`config.mk`:
```
export PLATFORM = sky130hd
export DESIGN_NAME = tspt_timer
export DESIGN_NICKNAME = d
export VERILOG_FILES = /design/src/tspt_pkg.sv /design/src/tspt_stage.sv /design/src/tspt_timer.sv
export VERILOG_INCLUDE_DIRS = /design/src
export SDC_FILE = /design/constraint.sdc
export NUM_CORES = 1
export LEC_CHECK = 0
export BUFFER_PORTS_ARGS = -buffer_cell sky130_fd_sc_hd__clkbuf_2
export CORE_UTILIZATION = 55
export DETAILED_ROUTE_END_ITERATION = 7
export GPL_TIMING_DRIVEN = 0
export PLACE_DENSITY = 0.8
export SYNTH_ARGS = -nofsm -noshare
export SYNTH_HDL_FRONTEND = slang
export SYNTH_SLANG_ARGS = --single-unit
```
`constraint.sdc`:
```
create_clock -name aclk -period 3 [get_ports aclk]
set_clock_uncertainty 0.05 [all_clocks]
set_input_delay 0.6 -clock aclk [delete_from_list [all_inputs] [get_ports aclk]]
set_output_delay 0.6 -clock aclk [all_outputs]
set_load 0.02 [all_outputs]
```
`src/tspt_map.svh`:
```
// register map, field positions and reset values of the periodic timer
// assumes an 8-bit byte address on the AXI4-Lite slave
`ifndef TSPT_MAP_SVH
`define TSPT_MAP_SVH
`define TSPT_OFF_CTL   8'h00
`define TSPT_OFF_CNT   8'h04
`define TSPT_OFF_PER   8'h08
`define TSPT_OFF_STS   8'h0c
`define TSPT_OFF_MSK   8'h10
`define TSPT_RESV_HI   15
`define TSPT_RESV_LO   12
`define TSPT_SOFT      11
`define TSPT_FREE      10
`define TSPT_PRE_HI    9
`define TSPT_PRE_LO    6
`define TSPT_RELOAD    5
`define TSPT_STOP      4
`define TSPT_DIV_HI    3
`define TSPT_DIV_LO    0
`define TSPT_CNT_RST   16'hffff
`define TSPT_PER_RST   16'hffff
`define TSPT_DIV_RST   4'h0
`define TSPT_PRE_RST   4'h0
`define TSPT_BIT_RST   1'h0
`define TSPT_RESP_OK   2'h0
`define TSPT_RESP_ERR  2'h2
`define TSPT_STS_WRAP  0
`endif

```
`src/tspt_pkg.sv`:
```
// types shared by the periodic timer modules
// assumes nothing of its surroundings
package tspt_pkg;
   typedef logic [15:0] tspt_word_t;
   typedef logic [3:0]  tspt_nib_t;
   typedef enum logic [1:0] {
      TSPT_HALT_NOW,
      TSPT_HALT_AT_ZERO,
      TSPT_HALT_FREE
   } tspt_halt_mode_t;
endpackage : tspt_pkg

```
`src/tspt_stage.sv`:
```
// one reloadable down-counter stage of the periodic timer
// assumes a single clock and a synchronous active-low reset
`timescale 1ns/10ps
`default_nettype none
module tspt_stage #(
   parameter int           W       = 16,
   parameter logic [W-1:0] RST_VAL = '1
) (
   input  wire logic         aclk,
   input  wire logic         aresetn,
   input  wire logic         load,
   input  wire logic [W-1:0] load_val,
   input  wire logic         tick,
   input  wire logic [W-1:0] reload_val,
   output var  logic [W-1:0] count_q,
   output var  logic         borrow
);
   logic [W-1:0] count_d;
   wire          at_zero = (count_q == '0);

   // the borrow leaves with the reload, on the first tick after zero is reached
   assign borrow  = tick && at_zero && !load;
   assign count_d = load   ? load_val   :
                    borrow ? reload_val :
                    tick   ? count_q - {{(W-1){1'h0}}, 1'h1} :
                             count_q;

   always_ff @(posedge aclk) begin
      if (!aresetn) count_q <= RST_VAL;
      else          count_q <= count_d;
   end
endmodule : tspt_stage
`default_nettype wire

```
`src/tspt_timer.sv`:
```
// two-stage periodic timer with an AXI4-Lite register slave
// assumes one clock aclk and a synchronous active-low reset aresetn
//
// Behaviour
// - control bits 15..12 are reserved and always read as zero.
// - on halt with run-through clear, stop-at-zero picks stop now or at zero.
// - with run-through set the timer keeps counting through a halt.
// - prescale count bits 9..6 reload from divide-down on borrow.
// - writing reload bit 5 loads main from period, prescale from divide-down.
// - the reload bit always reads back as zero.
// - stop bit 4 halts counting when set; clear at reset so timer runs.
// - divide-down bits 3..0 hold prescale period, reset to zero.
// - main count reloads from period at zero or on reload command.
// - each stage borrows and reloads on its first tick after reaching zero.
// - the main borrow is a one-cycle interrupt and output pin pulse unless period and divide-down are both zero.
// - interrupt rate is clock over (divide-down+1) times (period+1).
// - main count and control reads return the live counts.
// - while running the prescale count drops by one every cycle until zero, then reloads.
// - while stopped the counters hold still, saving power.
// - reset sets main count and period to all ones.
//
// Our own choices: the register offsets and the AXI4-Lite register port.
`timescale 1ns/10ps
`default_nettype none
`include "tspt_map.svh"
module tspt_timer (
   input  wire logic        aclk,
   input  wire logic        aresetn,
   input  wire logic [7:0]  s_axi_awaddr,
   input  wire logic        s_axi_awvalid,
   output var  logic        s_axi_awready,
   input  wire logic [31:0] s_axi_wdata,
   input  wire logic [3:0]  s_axi_wstrb,
   input  wire logic        s_axi_wvalid,
   output var  logic        s_axi_wready,
   output var  logic [1:0]  s_axi_bresp,
   output var  logic        s_axi_bvalid,
   input  wire logic        s_axi_bready,
   input  wire logic [7:0]  s_axi_araddr,
   input  wire logic        s_axi_arvalid,
   output var  logic        s_axi_arready,
   output var  logic [31:0] s_axi_rdata,
   output var  logic [1:0]  s_axi_rresp,
   output var  logic        s_axi_rvalid,
   input  wire logic        s_axi_rready,
   input  wire logic        halt_req,
   output var  logic        timer_irq,
   output var  logic        timer_out_pin,
   output var  logic        irq
);
   // ****************************************************************
   // bus slave state
   // ****************************************************************
   logic        aw_have_q, w_have_q;
   logic [7:0]  awaddr_q;
   logic [31:0] wdata_q;
   logic [3:0]  wstrb_q;
   logic        awready_q, wready_q, bvalid_q, arready_q, rvalid_q;
   logic [1:0]  bresp_q, rresp_q;
   logic [31:0] rdata_q;
   logic        rd_ctl_q;

   wire aw_hs = s_axi_awvalid && awready_q;
   wire w_hs  = s_axi_wvalid && wready_q;
   wire ar_hs = s_axi_arvalid && arready_q;
   wire wr_fire = aw_have_q && w_have_q && !bvalid_q;

   wire wr_ctl = wr_fire && (awaddr_q == `TSPT_OFF_CTL);
   wire wr_cnt = wr_fire && (awaddr_q == `TSPT_OFF_CNT);
   wire wr_per = wr_fire && (awaddr_q == `TSPT_OFF_PER);
   wire wr_sts = wr_fire && (awaddr_q == `TSPT_OFF_STS);
   wire wr_msk = wr_fire && (awaddr_q == `TSPT_OFF_MSK);
   wire wr_ok  = wr_ctl || wr_cnt || wr_per || wr_sts || wr_msk;

   // ****************************************************************
   // timer state
   // ****************************************************************
   logic              soft_q, free_q, stop_q, soft_done_q;
   tspt_pkg::tspt_nib_t  div_q, pre_cnt;
   tspt_pkg::tspt_word_t per_q, cnt;
   logic              sts_q, msk_q;
   logic              irq_pulse_q, pin_q, irq_q;
   logic              pre_borrow, cnt_borrow;

   // byte lanes 0 and 1 carry the 16-bit registers
   wire [15:0] old_ctl = {4'h0, soft_q, free_q, pre_cnt, 1'h0, stop_q,
                          div_q};
   wire [15:0] lane_m  = {{8{wstrb_q[1]}}, {8{wstrb_q[0]}}};
   wire [15:0] new_ctl = (wdata_q[15:0] & lane_m) | (old_ctl & ~lane_m);
   wire [15:0] new_cnt = (wdata_q[15:0] & lane_m) | (cnt & ~lane_m);
   wire [15:0] new_per = (wdata_q[15:0] & lane_m) | (per_q & ~lane_m);

   wire reload = wr_ctl && new_ctl[`TSPT_RELOAD];

   tspt_pkg::tspt_halt_mode_t halt_mode;
   assign halt_mode = free_q ? tspt_pkg::TSPT_HALT_FREE :
                      soft_q ? tspt_pkg::TSPT_HALT_AT_ZERO :
                               tspt_pkg::TSPT_HALT_NOW;
   wire halt_block = halt_req &&
        ((halt_mode == tspt_pkg::TSPT_HALT_NOW) ||
         ((halt_mode == tspt_pkg::TSPT_HALT_AT_ZERO) && soft_done_q));
   wire count_en = !stop_q && !halt_block;

   // ****************************************************************
   // counting stages
   // ****************************************************************
   // a stopped timer feeds no tick, so neither stage toggles
   tspt_stage #(.W(4), .RST_VAL(`TSPT_PRE_RST)) u_prescale (
      .aclk       (aclk),
      .aresetn    (aresetn),
      .load       (reload),
      .load_val   (new_ctl[`TSPT_DIV_HI:`TSPT_DIV_LO]),
      .tick       (count_en),
      .reload_val (div_q),
      .count_q    (pre_cnt),
      .borrow     (pre_borrow)
   );

   tspt_stage #(.W(16), .RST_VAL(`TSPT_CNT_RST)) u_main (
      .aclk       (aclk),
      .aresetn    (aresetn),
      .load       (reload || wr_cnt),
      .load_val   (wr_cnt ? new_cnt : per_q),
      .tick       (pre_borrow),
      .reload_val (per_q),
      .count_q    (cnt),
      .borrow     (cnt_borrow)
   );

   always_ff @(posedge aclk) begin
      if (!aresetn) begin
         soft_q <= `TSPT_BIT_RST;
         free_q <= `TSPT_BIT_RST;
         stop_q <= `TSPT_BIT_RST;
         div_q  <= `TSPT_DIV_RST;
      end else if (wr_ctl) begin
         soft_q <= new_ctl[`TSPT_SOFT];
         free_q <= new_ctl[`TSPT_FREE];
         stop_q <= new_ctl[`TSPT_STOP];
         div_q  <= new_ctl[`TSPT_DIV_HI:`TSPT_DIV_LO];
      end
   end

   always_ff @(posedge aclk) begin
      if (!aresetn)    per_q <= `TSPT_PER_RST;
      else if (wr_per) per_q <= new_per;
   end

   // stop-at-zero: let the halt bite once the main count wraps
   always_ff @(posedge aclk) begin
      if (!aresetn || !halt_req) soft_done_q <= `TSPT_BIT_RST;
      else if (cnt_borrow && halt_mode == tspt_pkg::TSPT_HALT_AT_ZERO)
         soft_done_q <= 1'h1;
   end

   // ****************************************************************
   // interrupt pulse and sticky status
   // ****************************************************************
   wire sts_clr = wr_sts && wstrb_q[0] && wdata_q[`TSPT_STS_WRAP];
   // a wrap in the clearing cycle wins over the clear
   wire sts_d = cnt_borrow || (sts_q && !sts_clr);
   wire msk_d = wr_msk && wstrb_q[0] ? wdata_q[`TSPT_STS_WRAP] : msk_q;

   always_ff @(posedge aclk) begin
      if (!aresetn) begin
         irq_pulse_q <= `TSPT_BIT_RST;
         pin_q       <= `TSPT_BIT_RST;
         sts_q       <= `TSPT_BIT_RST;
         msk_q       <= `TSPT_BIT_RST;
         irq_q       <= `TSPT_BIT_RST;
      end else begin
         irq_pulse_q <= cnt_borrow;
         pin_q       <= cnt_borrow;
         sts_q       <= sts_d;
         msk_q       <= msk_d;
         irq_q       <= sts_d && msk_d;
      end
   end

   // ****************************************************************
   // AXI4-Lite write channel
   // ****************************************************************
   always_ff @(posedge aclk) begin
      if (!aresetn) begin
         aw_have_q <= 1'h0;
         w_have_q  <= 1'h0;
         awready_q <= 1'h0;
         wready_q  <= 1'h0;
         bvalid_q  <= 1'h0;
         bresp_q   <= `TSPT_RESP_OK;
         awaddr_q  <= 8'h00;
         wdata_q   <= 32'h0000_0000;
         wstrb_q   <= 4'h0;
      end else begin
         awready_q <= s_axi_awvalid && !awready_q && !aw_have_q;
         wready_q  <= s_axi_wvalid && !wready_q && !w_have_q;
         if (aw_hs) begin
            aw_have_q <= 1'h1;
            awaddr_q  <= {s_axi_awaddr[7:2], 2'h0};
         end
         if (w_hs) begin
            w_have_q <= 1'h1;
            wdata_q  <= s_axi_wdata;
            wstrb_q  <= s_axi_wstrb;
         end
         if (wr_fire) begin
            aw_have_q <= 1'h0;
            w_have_q  <= 1'h0;
            bvalid_q  <= 1'h1;
            bresp_q   <= wr_ok ? `TSPT_RESP_OK : `TSPT_RESP_ERR;
         end else if (bvalid_q && s_axi_bready) begin
            bvalid_q <= 1'h0;
         end
      end
   end

   // ****************************************************************
   // AXI4-Lite read channel
   // ****************************************************************
   wire [7:0]  ra     = {s_axi_araddr[7:2], 2'h0};
   // reserved bits and the reload bit are never stored, so read zero
   wire [15:0] rd_ctl = {4'h0, soft_q, free_q, pre_cnt,
                         1'h0, stop_q, div_q};
   wire        rd_ok  = (ra == `TSPT_OFF_CTL) || (ra == `TSPT_OFF_CNT) ||
                        (ra == `TSPT_OFF_PER) || (ra == `TSPT_OFF_STS) ||
                        (ra == `TSPT_OFF_MSK);
   wire [15:0] rd_val = (ra == `TSPT_OFF_CTL) ? rd_ctl :
                        (ra == `TSPT_OFF_CNT) ? cnt :
                        (ra == `TSPT_OFF_PER) ? per_q :
                        (ra == `TSPT_OFF_STS) ? {15'h0000, sts_q} :
                        (ra == `TSPT_OFF_MSK) ? {15'h0000, msk_q} :
                                                16'h0000;

   always_ff @(posedge aclk) begin
      if (!aresetn) begin
         arready_q <= 1'h0;
         rvalid_q  <= 1'h0;
         rresp_q   <= `TSPT_RESP_OK;
         rdata_q   <= 32'h0000_0000;
         rd_ctl_q  <= 1'h0;
      end else begin
         arready_q <= s_axi_arvalid && !arready_q && !rvalid_q;
         if (ar_hs) begin
            rvalid_q <= 1'h1;
            rdata_q  <= {16'h0000, rd_val};
            rresp_q  <= rd_ok ? `TSPT_RESP_OK : `TSPT_RESP_ERR;
            rd_ctl_q <= (ra == `TSPT_OFF_CTL);
         end else if (rvalid_q && s_axi_rready) begin
            rvalid_q <= 1'h0;
         end
      end
   end

   assign s_axi_awready = awready_q;
   assign s_axi_wready  = wready_q;
   assign s_axi_bvalid  = bvalid_q;
   assign s_axi_bresp   = bresp_q;
   assign s_axi_arready = arready_q;
   assign s_axi_rvalid  = rvalid_q;
   assign s_axi_rdata   = rdata_q;
   assign s_axi_rresp   = rresp_q;
   assign timer_irq     = irq_pulse_q;
   assign timer_out_pin = pin_q;
   assign irq           = irq_q;

   // ****************************************************************
   // checks
   // ****************************************************************
   a_resv_zero: assert property (@(posedge aclk) disable iff (!aresetn)
      rvalid_q && rd_ctl_q |-> rdata_q[`TSPT_RESV_HI:`TSPT_RESV_LO] == 4'h0)
      else $error("reserved control bits read nonzero");

   a_strobe_zero: assert property (@(posedge aclk) disable iff (!aresetn)
      $rose(rvalid_q) && rd_ctl_q |-> !rdata_q[`TSPT_RELOAD])
      else $error("reload bit read back as one");

   a_halt_now: assert property (@(posedge aclk) disable iff (!aresetn)
      halt_req && !free_q && !soft_q && !wr_fire |=> $stable(pre_cnt))
      else $error("prescaler moved during immediate halt");

   a_free_run: assert property (@(posedge aclk) disable iff (!aresetn)
      halt_req && free_q && !stop_q && !wr_fire && pre_cnt != 4'h0
      |=> pre_cnt == $past(pre_cnt) - 4'h1)
      else $error("prescaler stalled in run-through mode");

   a_pre_reload: assert property (@(posedge aclk) disable iff (!aresetn)
      count_en && pre_cnt == 4'h0 && !wr_fire |=> pre_cnt == $past(div_q))
      else $error("prescaler did not reload from divide-down");

   a_strobe_load: assert property (@(posedge aclk) disable iff (!aresetn)
      reload |=> cnt == $past(per_q) &&
                 pre_cnt == $past(new_ctl[`TSPT_DIV_HI:`TSPT_DIV_LO]))
      else $error("reload did not load both counters");

   a_stop_hold: assert property (@(posedge aclk) disable iff (!aresetn)
      stop_q && !wr_fire |=> $stable(cnt) && $stable(pre_cnt))
      else $error("counters moved while stopped");

   a_main_wrap: assert property (@(posedge aclk) disable iff (!aresetn)
      pre_borrow && cnt == 16'h0000 && !wr_fire
      |=> cnt == $past(per_q) && timer_irq && timer_out_pin)
      else $error("main count did not wrap with a pulse");

   a_pulse_one: assert property (@(posedge aclk) disable iff (!aresetn)
      timer_irq && (per_q != 16'h0000 || div_q != 4'h0) && !wr_fire
      |=> !timer_irq)
      else $error("interrupt pulse wider than one cycle");
endmodule : tspt_timer
`default_nettype wire

```
==> After elaboration in Yosys (flattened, before gate mapping) <==
Cells that the tools add are included.
{ "word_totals": {"memories": 0, "in_bits": 60, "reg_bits": 99, "elab_cells": 134, "ramBits": 0, "latch_bits": 0, "rom_bits": 0, "output_inout_bits": 44} }
{ "op_classes": {"n_reduce_logical": 68, "n_div": 0, "shift": 0, "addsub": 2, "multipliers": 0, "eq_ne": 9, "mux": 21, "magnitude_cmp": 0, "bitwise": 9} }
{ "ops": {"columns": ["operator", "count"], "rows": [
  ["two-way mux 16 bit", 7],
  ["AND 16 bit", 3],
  ["logical AND 1 bit", 32],
  ["bitwise OR 16 bit", 2],
  ["== test 6 x 2 -> 1 bit, second input constant", 4],
  ["logical NOT 16 bit", 1],
  ["logical NOT 8 bit", 2],
  ["inverter 16 bit", 1],
  ["subtractor 16 x 1 -> 16 bit, second input constant", 1],
  ["logical NOT 1 bit", 14],
  ["AND 12 bit", 1],
  ["== test 6 x 1 -> 1 bit, second input constant", 2],
  ["== test 6 x 3 -> 1 bit, second input constant", 2],
  ["logical OR 1 bit", 12],
  ["two-way mux 4 bit", 3],
  ["bitwise OR 12 bit", 1],
  ["two-way mux 1 bit", 8],
  ["two-way mux 2 bit", 3],
  ["nonzero test 3 bit", 2],
  ["logical NOT 4 bit", 1],
  ["nonzero test 2 bit", 2],
  ["subtractor 4 x 1 -> 4 bit, second input constant", 1],
  ["== test 2 x 1 -> 1 bit, second input constant", 1],
  ["logical NOT 2 bit", 1],
  ["other kinds (2)", 2]
]} }

==> Longest topological paths before layout <==
{ "depth": {"ltp_word": 14, "mapped_depth": 10, "depth_no_buf": 8} }

==> By module <==
From an unflattened synthesis, not the netlist that was laid out.
{ "unflattened": {"cells_unflattened": 619, "hier_area_um2": 5277.6} }
{ "by_module_without_submodules": {"columns": ["module", "n_inst", "cells_per_inst", "seq_area_each_um2", "area_per_inst_um2"], "rows": [
  ["tspt_timer", 1, 433, 1541.5, 3801.1],
  ["tspt_stage at u_main", 1, 145, 320.3, 1164.9],
  ["tspt_stage at u_prescale", 1, 41, 80.1, 311.5]
]} }

==> Worst setup path before layout <==
No wires, ideal clock.
{ "synth_path": {"path_kind": "register to register", "start": "register with a tool-made name", "end": "register with a tool-made name", "required_ns": 2.813, "stages_incl_launch_ff": 10, "path_slack_ns": 0.339, "t_arrival_ns": 2.474, "setup_time_ns": 0.137, "synth_period_minus_slack_ns": 2.661, "n_path_buf": 1, "cell_sequence": "dfxtp_1 -> inv_1 -> ha_1 -> or4b_2 -> or2_2 -> or4_4 -> buf_6 -> o221a_1 -> o22ai_1 -> nand3_1"} }

==> impl_metrics.ini <==
[sta]
rsz0062_at_grt = false
fin_crit_ns = 2.94
tightest_slew_ns = 0.945
finalCritPeriodShare_pct = 98.0
finalSetupViolCount = 0
setup_tns_ns = 0
max_freq_mhz = 340
finalHoldViolations = 0
maxSlewViolCount = 0
slew_headroom_pct = 36.5
worst_slack_ns = 0.0614

[grt]
grt_pass1_vias = 4588
track_usage_pct = 30.0
grt_max_degree = 18
grt_pass1_wl_mm = 22.9
gr-total-overflow = 0
antenna_found_initial = 0

[worst_setup_path]
end_kind = register
required_ns = 3.28
startpoint_type = register
critPathKind = reg -> reg
worst-path-max-fanout = 10
arrival_ns = 3.22

[clocking]
post_cts_resized = 1
clk_pin_slew_worst_paths_ns = 0.10
hold_buffers = 0
cts_tree = done
clkLatencyLatePin_ns = 0.37
cts_setup_buffers = 0
cts_buffers = 9
clockRootBuffer = clkbuf_8
clock-sinks = 97
h-tree-depth = 3
cts_max_path_buffers = 2

[route]
drc = 0
drtAntennaViolNets = 0
avgRoutedWirePerCell_um = 17.2
wirelength_mm = 13.9
dr.pass1.iters = 6
vias = 4819
viasPerCell = 5.96
first_iter_violations = 583

[synthesis]
syn_area_um2 = 5000
yosysSeqAreaShare_pct = 38.8
synth_flop_cell = dfxtp_1
async_flop_share_pct = 0
ys_warn_count = 0
synth_edf_count = 0
yosysUniqueCellTypes = 66
synth-seq-cells = 97
avgSynthCellArea_um2 = 8.24
syn_inst = 607

[pwr]
ir_drop_v = 0.000278
power.density_nw_per_um2 = 461
power.total_mw = 2.64
p_leak_nw = 2.27

[cells_and_area]
layout.cells.most_common_list = nand2_1 (99), dfxtp_1 (97), clkbuf_2 (61), a21boi_0 (32)
mostFrequentLayoutCell = nand2_1
post_route_cells_drive_above_1_share_pct = 17.3
final_nets = 760
insertedDiodeCount = 0
fill_cells = 773
syn_to_final_growth_pct = 14.3

[placement]
globalplace.congestion = 0.911
hpwl_mm = 10.5
pre_cts_ws_ns = -0.0463
port_buffers = 61

[worst_hold_path]
hold_path.class = in -> reg

[flow_run]
cap_violations = 0

[floorplanning]
rows = 34
core_um2 = 8760
io_pins = 104
die_area_um2 = 9480
die_x_um = 97.4
floorplan.initialDensity_pct = 57.1
die_y_um = 97.4

[run_status]
status = finished clean
[through the flow]
stage	cell area (µm²)	hold slack [ns]	util, %	instances
2_1_floorplan	5060	0.378	-	624
3_3_place_gp	5510	0.384	62.8	793
3_5_place_dp	5510	0.402	62.8	793
4_1_cts	5710	0.392	65.1	809
5_1_grt	5720	0.401	65.2	809
6_report	5720	0.400	65.2	809
[power by group]
part / total [mW] / switching, mW / internal, mW
logic: 0.397 / 0.240 / 0.157
registers: 1.37 / 0.0446 / 1.32
clock network: 0.873 / 0.482 / 0.391
total: 2.64 / 0.766 / 1.87
[Yosys cell counts (15+ instances only)]
cell | count | area share, %
nand2_1 | 99 | 7.4
dfxtp_1 | 97 | 39
a21boi_0 | 32 | 4.8
nor2_1 | 31 | 2.3
clkbuf_1 | 30 | 2.3
mux2i_1 | 28 | 5.6
nor2b_1 | 26 | 3.3
a21oi_1 | 24 | 2.4
o21ai_0 | 23 | 2.3
nand3_1 | 21 | 2.1
buf_4 | 20 | 3.0
inv_1 | 16 | 1.2
a22oi_1 | 15 | 2.3
nor3_1 | 15 | 1.5
[cell families after synthesis]
logic type      count (synthesis)  share of synthesized area (%)
mux                            28                           5.60
compound gates                145                           20.4
simple gates                  251                           25.4
other cells                     1                         0.0750
fa+ha+maj                       4                           1.00
flops                          97                           38.8
xor+xnor                        8                           1.40
buf+inv                        73                           7.33
[critical path: stages (launching register included)]
cell,delay (ns)
dfxtp_1,0.37
inv_1,0.10
ha_1,0.16
or3b_2,0.53
clkbuf_1,0.26
o21ai_1,0.51
o21ai_0,0.32
o311ai_0,0.47
a21o_1,0.13
[final timing paths]
check                       end  cells past startpoint  slack, ns                   from
hold reg to reg   s_axi_arready                      1       0.41           s_axi_rvalid
setup reg to reg       register                      8       0.06  u_prescale.count_q[1]
setup / recovery       register                      8       0.06  u_prescale.count_q[1]
hold / removal      wdata_q[14]                      3       0.40        s_axi_wdata[14]
[metal layers]
metal / vias up / wire length (µm) / GRT usage (%)
met2: 264 / 6260 / 48.8
met1: 2214 / 6060 / 39.0
met4: 0 / 474 / 11.8
li1: 2288 / - / -
met3: 53 / 1130 / 6.19
met5: - / 0 / 0
[final cells by class]
| class | instances | area, µm² | share of cell area (%) |
|---|---|---|---|
| multi-input combinational | 454 | 2760 | 48.4 |
| sequential | 97 | 1940 | 34.0 |
| inverter | 16 | 60.1 | 1.05 |
| timing repair buffer | 61 | 305 | 5.34 |
| tap | 108 | 135 | 2.36 |
| clock buffer | 9 | 124 | 2.17 |
| clock inverter | 7 | 78.8 | 1.38 |
| buffer | 57 | 307 | 5.36 |
Note: power is estimated with default switching activity, not from simulation.
